`src/logic/iefr_regs.vh`:
```
// Register map, field positions and reset values of the interrupt and reset-cause block.
// Included by the top-level design file only; definitions only.
`ifndef IEFR_REGS_VH
`define IEFR_REGS_VH

`define IEFR_ADDR_W            8
`define IEFR_DATA_W            8
`define IEFR_OFF_IRQ_CTRL_LO   8'h0B
`define IEFR_OFF_IRQ_CTRL_HI   8'h8B
`define IEFR_OFF_PIR_FLAG      8'h0C
`define IEFR_OFF_PIR_ENABLE    8'h8C
`define IEFR_OFF_RESET_CAUSE   8'h8E

// Core control register fields
`define IEFR_BIT_GIE           7
`define IEFR_BIT_PGATE         6
`define IEFR_BIT_TOV_EN        5
`define IEFR_BIT_EXT_EN        4
`define IEFR_BIT_PCH_EN        3
`define IEFR_BIT_TOV_FLAG      2
`define IEFR_BIT_EXT_FLAG      1
`define IEFR_BIT_PCH_FLAG      0

// Peripheral registers: only the converter source is implemented
`define IEFR_BIT_CONV          6
`define IEFR_PIR_MASK          8'h40

// Reset-cause register fields
`define IEFR_BIT_PARITY_CFG    7
`define IEFR_BIT_PER           2
`define IEFR_BIT_POR           1
`define IEFR_BIT_BOR           0

`define IEFR_RST_IRQ_CTRL      8'h00
`define IEFR_RST_PIR_FLAG      8'h00
`define IEFR_RST_PIR_ENABLE    8'h00
// Reset-cause status bits after reset; brown-out has no defined value, zero chosen
`define IEFR_RST_PER           1'b1
`define IEFR_RST_POR           1'b0
`define IEFR_RST_BOR           1'b0

`endif

```
`src/logic/iefr_flag_bit.v`:
```
// One sticky interrupt flag: set by a hardware event pulse, cleared by a software write.
// Assumes event and write pulses come from logic on core_clk.
module iefr_flag_bit (
  input  wire core_clk,
  input  wire rst_n,
  input  wire set_evt,
  input  wire wr_en,
  input  wire wr_val,
  output reg  flag_q
);

  // Set beats a simultaneous clearing write so no event is lost
  always @(posedge core_clk or negedge rst_n) begin
    if (!rst_n) begin
      flag_q <= 1'b0;
    end else if (set_evt) begin
      flag_q <= 1'b1;
    end else if (wr_en) begin
      flag_q <= wr_val;
    end
  end

endmodule // iefr_flag_bit

```
`src/logic/iefr_top.v`:
```
// Interrupt enable and flag registers, peripheral gate and reset-cause status.
// Assumes a CPU core on core_clk driving a single-cycle register port, and
// event pulses from peripherals on core_clk; reset sources arrive from pins
// or other domains and are synchronised here.
//
// Summary of operation
// - Core control register answers at both 0x0B and 0x8B.
// - Core control holds global, gate, and three source enables and flags.
// - Peripheral enable register at 0x8C holds the converter-complete enable.
// - Peripheral flags reach the CPU only while gate bit 6 is set.
// - Peripheral flag register at 0x0C holds peripheral source flags.
// - Flags set on their event regardless of own enable or global enable.
// - Reset-cause register at 0x8E distinguishes the reset kinds.
// - Bit 7 of reset-cause is read-only copy of parity-check config.
// - Brown-out bit reads zero after reset; cleared by brown-out reset.
// - Brown-out bit meaningless while brown-out detection is disabled.
// - Parity, power-on, brown-out bits clear on matching reset; software sets.
//
// Implementation choice: the address-and-strobe port.
`include "iefr_regs.vh"

module iefr_top (
  input  wire       core_clk,
  input  wire       rst_n,
  input  wire [7:0] reg_addr,
  input  wire [7:0] reg_wdata,
  input  wire       reg_wr,
  input  wire       reg_rd,
  output reg  [7:0] reg_rdata,
  input  wire       timer_ovf_evt,
  input  wire       ext_pin_evt,
  input  wire       port_change_evt,
  input  wire       conv_done_evt,
  input  wire       parity_check_cfg,
  input  wire       brownout_detect_config,
  input  wire       por_evt,
  input  wire       bor_evt,
  input  wire       per_evt,
  output wire       irq_req
);

  localparam NFLAG = 4;

  reg  [1:0] por_sync_q;
  reg  [1:0] bor_sync_q;
  reg  [1:0] per_sync_q;
  reg  [1:0] pcfg_sync_q;
  reg  [1:0] bcfg_sync_q;
  reg        por_seen_q;
  reg        bor_seen_q;
  reg        per_seen_q;
  reg        gie_q;
  reg        pgate_q;
  reg        tov_en_q;
  reg        ext_en_q;
  reg        pch_en_q;
  reg        conv_en_q;
  reg        per_stat_q;
  reg        por_stat_q;
  reg        bor_stat_q;
  wire       sel_ctrl;
  wire       sel_pflag;
  wire       sel_pen;
  wire       sel_rc;
  wire       wr_ctrl;
  wire       wr_pflag;
  wire       por_pulse;
  wire       bor_pulse;
  wire       per_pulse;
  wire [NFLAG-1:0] flag_set;
  wire [NFLAG-1:0] flag_wen;
  wire [NFLAG-1:0] flag_wval;
  wire [NFLAG-1:0] flag_q;
  wire       core_hit;
  wire       periph_hit;
  reg  [7:0] rd_mux;

  // Same register seen from either bank
  assign sel_ctrl  = (reg_addr == `IEFR_OFF_IRQ_CTRL_LO) ||
                     (reg_addr == `IEFR_OFF_IRQ_CTRL_HI);
  assign sel_pflag = (reg_addr == `IEFR_OFF_PIR_FLAG);
  assign sel_pen   = (reg_addr == `IEFR_OFF_PIR_ENABLE);
  assign sel_rc    = (reg_addr == `IEFR_OFF_RESET_CAUSE);
  assign wr_ctrl   = reg_wr && sel_ctrl;
  assign wr_pflag  = reg_wr && sel_pflag;

  // Reset sources are asynchronous to core_clk; two stages before use
  always @(posedge core_clk or negedge rst_n) begin
    if (!rst_n) begin
      por_sync_q  <= 2'b00;
      bor_sync_q  <= 2'b00;
      per_sync_q  <= 2'b00;
      pcfg_sync_q <= 2'b00;
      bcfg_sync_q <= 2'b00;
      por_seen_q  <= 1'b0;
      bor_seen_q  <= 1'b0;
      per_seen_q  <= 1'b0;
    end else begin
      por_sync_q  <= {por_sync_q[0], por_evt};
      bor_sync_q  <= {bor_sync_q[0], bor_evt};
      per_sync_q  <= {per_sync_q[0], per_evt};
      pcfg_sync_q <= {pcfg_sync_q[0], parity_check_cfg};
      bcfg_sync_q <= {bcfg_sync_q[0], brownout_detect_config};
      por_seen_q  <= por_sync_q[1];
      bor_seen_q  <= bor_sync_q[1];
      per_seen_q  <= per_sync_q[1];
    end
  end

  assign por_pulse = por_sync_q[1] && !por_seen_q;
  // With detection disabled the brown-out indication is not acted on
  assign bor_pulse = bor_sync_q[1] && !bor_seen_q && bcfg_sync_q[1];
  assign per_pulse = per_sync_q[1] && !per_seen_q;

  // Flag order: 0 port change, 1 ext pin, 2 timer overflow, 3 converter
  assign flag_set  = {conv_done_evt, timer_ovf_evt, ext_pin_evt, port_change_evt};
  assign flag_wen  = {wr_pflag, wr_ctrl, wr_ctrl, wr_ctrl};
  assign flag_wval = {reg_wdata[`IEFR_BIT_CONV], reg_wdata[`IEFR_BIT_TOV_FLAG],
                      reg_wdata[`IEFR_BIT_EXT_FLAG], reg_wdata[`IEFR_BIT_PCH_FLAG]};

  genvar gi;
  generate
    for (gi = 0; gi < NFLAG; gi = gi + 1) begin : g_flag
      iefr_flag_bit u_flag (
        .core_clk (core_clk),
        .rst_n    (rst_n),
        .set_evt  (flag_set[gi]),
        .wr_en    (flag_wen[gi]),
        .wr_val   (flag_wval[gi]),
        .flag_q   (flag_q[gi])
      );
    end
  endgenerate

  // Enable bits of the core control and peripheral enable registers
  always @(posedge core_clk or negedge rst_n) begin
    if (!rst_n) begin
      gie_q     <= 1'b0;
      pgate_q   <= 1'b0;
      tov_en_q  <= 1'b0;
      ext_en_q  <= 1'b0;
      pch_en_q  <= 1'b0;
      conv_en_q <= 1'b0;
    end else begin
      if (wr_ctrl) begin
        gie_q    <= reg_wdata[`IEFR_BIT_GIE];
        pgate_q  <= reg_wdata[`IEFR_BIT_PGATE];
        tov_en_q <= reg_wdata[`IEFR_BIT_TOV_EN];
        ext_en_q <= reg_wdata[`IEFR_BIT_EXT_EN];
        pch_en_q <= reg_wdata[`IEFR_BIT_PCH_EN];
      end
      if (reg_wr && sel_pen) begin
        conv_en_q <= reg_wdata[`IEFR_BIT_CONV];
      end
    end
  end

  // Status bits: the matching reset clears, software sets; the clear wins
  // here because a reset event must always be recorded. The brown-out bit
  // is zero after reset until software sets it.
  always @(posedge core_clk or negedge rst_n) begin
    if (!rst_n) begin
      per_stat_q <= `IEFR_RST_PER;
      por_stat_q <= `IEFR_RST_POR;
      bor_stat_q <= `IEFR_RST_BOR;
    end else begin
      if (per_pulse) begin
        per_stat_q <= 1'b0;
      end else if (reg_wr && sel_rc) begin
        per_stat_q <= reg_wdata[`IEFR_BIT_PER];
      end
      if (por_pulse) begin
        por_stat_q <= 1'b0;
      end else if (reg_wr && sel_rc) begin
        por_stat_q <= reg_wdata[`IEFR_BIT_POR];
      end
      if (bor_pulse) begin
        bor_stat_q <= 1'b0;
      end else if (reg_wr && sel_rc) begin
        bor_stat_q <= reg_wdata[`IEFR_BIT_BOR];
      end
    end
  end

  // Combined request to the CPU
  assign core_hit   = (tov_en_q && flag_q[2]) || (ext_en_q && flag_q[1]) ||
                      (pch_en_q && flag_q[0]);
  assign periph_hit = pgate_q && conv_en_q && flag_q[3];
  assign irq_req    = gie_q && (core_hit || periph_hit);

  always @* begin
    rd_mux = 8'h00;
    if (sel_ctrl) begin
      rd_mux = {gie_q, pgate_q, tov_en_q, ext_en_q, pch_en_q,
                flag_q[2], flag_q[1], flag_q[0]};
    end else if (sel_pflag) begin
      rd_mux = {1'b0, flag_q[3], 6'h00};
    end else if (sel_pen) begin
      rd_mux = {1'b0, conv_en_q, 6'h00};
    end else if (sel_rc) begin
      // Bit 7 is a read-only view of the configuration word
      rd_mux = {pcfg_sync_q[1], 4'h0, per_stat_q, por_stat_q, bor_stat_q};
    end
  end

  // Read data stands one cycle after the strobe, zero otherwise
  always @(posedge core_clk or negedge rst_n) begin
    if (!rst_n) begin
      reg_rdata <= 8'h00;
    end else if (reg_rd) begin
      reg_rdata <= rd_mux;
    end else begin
      reg_rdata <= 8'h00;
    end
  end

endmodule // iefr_top

```
`config.mk`:
```
export PLATFORM = sky130hd
export DESIGN_NAME = iefr_top
export DESIGN_NICKNAME = d
export VERILOG_FILES = /design/src/logic/iefr_flag_bit.v /design/src/logic/iefr_top.v
export VERILOG_INCLUDE_DIRS = /design/src /design/src/logic
export SDC_FILE = /design/constraint.sdc
export NUM_CORES = 1
export LEC_CHECK = 0
export ABC_AREA = 1
export BUFFER_PORTS_ARGS = -buffer_cell sky130_fd_sc_hd__buf_2
export CORE_ASPECT_RATIO = 1.2
export CORE_MARGIN = 10
export CORE_UTILIZATION = 55
export DETAILED_ROUTE_END_ITERATION = 10
export HOLD_SLACK_MARGIN = 0.12
export PLACE_DENSITY = 0.9
export SYNTH_ARGS = -nofsm -noshare
export SYNTH_HDL_FRONTEND = slang
export SYNTH_SLANG_ARGS = --single-unit
```
`constraint.sdc`:
```
create_clock -name core_clk -period 1.9 [get_ports core_clk]
set_clock_uncertainty 0.05 [all_clocks]
set_input_delay 0.57 -clock core_clk [delete_from_list [all_inputs] [get_ports core_clk]]
set_output_delay 0.57 -clock core_clk [all_outputs]
set_load 0.01 [all_outputs]
```
==> flow_summary.toml <==
[floorplan]
start_util = 0.5809
dieArea_sq_um = 5181
dieWidth_um = 67.40
ios = 38
row_count = 20
core_area_sq_um = 2552
die_h_um = 76.88

[cts]
post-cts-setup-buffers = 0
cts_buffers = 5
cts_max_level = 2
cts.sinks = 34
cts_tree = "yes"
cts.path.max_buffers = 2
clk_latency_ns = 0.33
clockRootBuffer = "clkbuf_4"
holdBufCountCts = 0
cts-resized-gates = 0
path_clk_slew_ns = 0.10

[cells_and_area]
mostFrequentLayoutCell = "buf_2"
area.growth.synth_to_final_pct = 18.14
layout_common_cells = "buf_2, dfrtp_1, nand2_1"
drive_above_1_share = 0.3503
nets = 225
fin_cells = 230
antennaDiodeCount = 0
post-route-util = 0.6863
nFillCells = 214

[sta]
maxSlewHeadroom = 0.7309
worst_slew_pin_slew_ns = 0.4037
setup_violations = 0
fmax_mhz = 554.4
fin_ws_ns = 0.09634
period_needed_ns = 1.804
fin_crit_sh = 0.9493
rsz0062_at_grt = "false"
final_max_slew_viol_count = 0
final.setup.tns_ns = 0
final_hold_viol_count = 0

[worst_setup_path]
cp.arrival_ns = 1.18
r2r-end = "bor_stat_q"
critPathMaxFanout = 3
r2r_start = "bor_sync_q[1]"
critPathKind = "reg2out"
slowest_stage = "dfrtp_1"
reg2reg_depth = 5
critPathMaxStageDelay_ns = 0.42
worst-r2r-setup-slack_ns = 0.99
critPathCaptureType = "output pin"
crit_family = "flip-flops"
cp-start-kind = "register"
worstPathCellList = "nand2_1 -> a41oi_1 -> buf_2"
path_buf_inv = 1
critPathRequiredTime_ns = 1.28

[synthesis]
ys.flop_type = "dfrtp_1"
ys_types = 21
synth_edf_count = 0
syn_nets = 182
async_flop_share = 1.000
seq_area_frac_synth = 0.5747
ys_seq_elements = 34
synthCells = 153
yosys_warnings = 0
syn-mean-instance-area_sq_um = 9.691
synth_area_sq_um = 1483

[grt]
grt_pass1_wl_mm = 4.968
grt.overflow.total = 0
grt_start_max_net_pins = 35
antenna_found_initial = 0
grt_pass1_vias = 1149
grt_usage = 0.1262

[placement]
dp_cells = 222
routabilityCongestion = 0.8320
pre_cts_slack_ns = 0.3207
hpwl_mm = 2.464
io_buffers = 37

[pwr]
p_switching_mw = 0.3165
power_leakage_nw = 0.9581
powerDensity_nw_per_um2 = 722.8
swShare = 0.2500
comb_power_share = 0.103
clock_power_share = 0.284
total_power_mw = 1.266
p_int_mw = 0.9495
vdd_drop_max_mv = 0.8052
seqPwrFrac = 0.613

[drt]
viasPerCell = 4.857
ant_nets = 0
route.detailed.drc = 0
via_count = 1117
wire_per_inst_um = 13.28
drt_iter0_drc = 32
finalWirelength_mm = 3.054
dr.pass1.iters = 4

[status]
status = "completed"

[min_path]
holdCritPathClass = "in2async"

[run]
drv_cap = 0
==> worst reg2reg max path: stages, from the launching register on <==
cell and delay [ns]:
dfrtp_1 0.39, inv_1 0.05, nor2_1 0.04, a21boi_0 0.19, nand2_1 0.08, nand2_1 0.05
==> worst max-delay path by stage <==
stage / start / end / slack, ns / cells after the start
3_3_place_gp: reg_addr[2] / pch_en_q / 0.38 / 7
5_1_grt: g_flag[2].u_flag.flag_q / irq_req / 0.03 / 3
6_report: g_flag[2].u_flag.flag_q / irq_req / 0.1 / 3
4_1_cts: g_flag[0].u_flag.flag_q / irq_req / 0.1 / 3
3_5_place_dp: reg_addr[5] / pch_en_q / 0.32 / 7
2_1_floorplan: reg_addr[5] / g_flag[0].u_flag.flag_q / 0.53 / 7
==> layout make-up <==
cell class                      count  area [sq um]  share of cell area
Inverter                           26         97.59             0.05571
Sequential cell                    34         852.1              0.4864
Clock inverter                      2         10.01            0.005714
Timing Repair Buffer               38         192.7              0.1100
Multi-Input combinational cell     91         516.7              0.2950
Tap cell                           33         41.29             0.02357
Clock buffer                        6         41.29             0.02357
==> sequential cells by signal, indices dropped and copies added (netlist names), 2 cells and up <==
register and count:
per_sync_q 2, bor_sync_q 2, por_sync_q 2, reg_rdata 8, g_flag.u_flag.flag_q 4, pcfg_sync_q 2, bcfg_sync_q 2
==> per-stage QoR <==
step | hold slack [ns] | area, sq um
2_1_floorplan | 0.2244 | 1483
3_3_place_gp | 0.2835 | 1700
3_5_place_dp | 0.2855 | 1700
4_1_cts | 0.1884 | 1752
5_1_grt | 0.1950 | 1752
6_report | 0.1962 | 1752
==> power by group through the flow <==
stage	combinational, mW	sequential, mW	clock (mW)
floorplan	0.0678	0.786	0
global placement	0.124	0.789	0
detailed placement	0.131	0.791	0
CTS	0.132	0.776	0.374
global route	0.147	0.781	0.414
finish	0.130	0.776	0.360
==> cell usage after synthesis, types with 2 or more instances <==
library cell | number | area [sq um]
inv_2 | 3 | 11.26
nor2_8 | 2 | 40.04
a21boi_0 | 3 | 22.52
o21ai_1 | 5 | 25.02
nand3_1 | 12 | 60.06
nand4_1 | 8 | 50.05
nand2_2 | 8 | 50.05
nand3_2 | 2 | 20.02
nand2_1 | 32 | 120.1
inv_1 | 23 | 86.33
dfrtp_1 | 33 | 825.8
o21ai_2 | 5 | 43.79
nor2_1 | 9 | 33.78
==> metal layers <==
| layer | part of all wire | up-vias | GRT usage | routed length, um |
|---|---|---|---|---|
| met4 | 0.031 | 0 | 0.07407 | 94 |
| li1 | - | 571 | - | - |
| met5 | 0 | - | 0 | 0 |
| met2 | 0.48 | 38 | 0.2025 | 1456 |
| met3 | 0.088 | 10 | 0.06541 | 270 |
| met1 | 0.40 | 498 | 0.1243 | 1232 |
==> logic make-up after synthesis <==
kind of cell	count (synthesis)	share of synthesized area
compound gates	15	0.07257
buf+inv	28	0.07679
simple gates	76	0.2760
flops	34	0.5747
(Power assumes the default switching activity.)
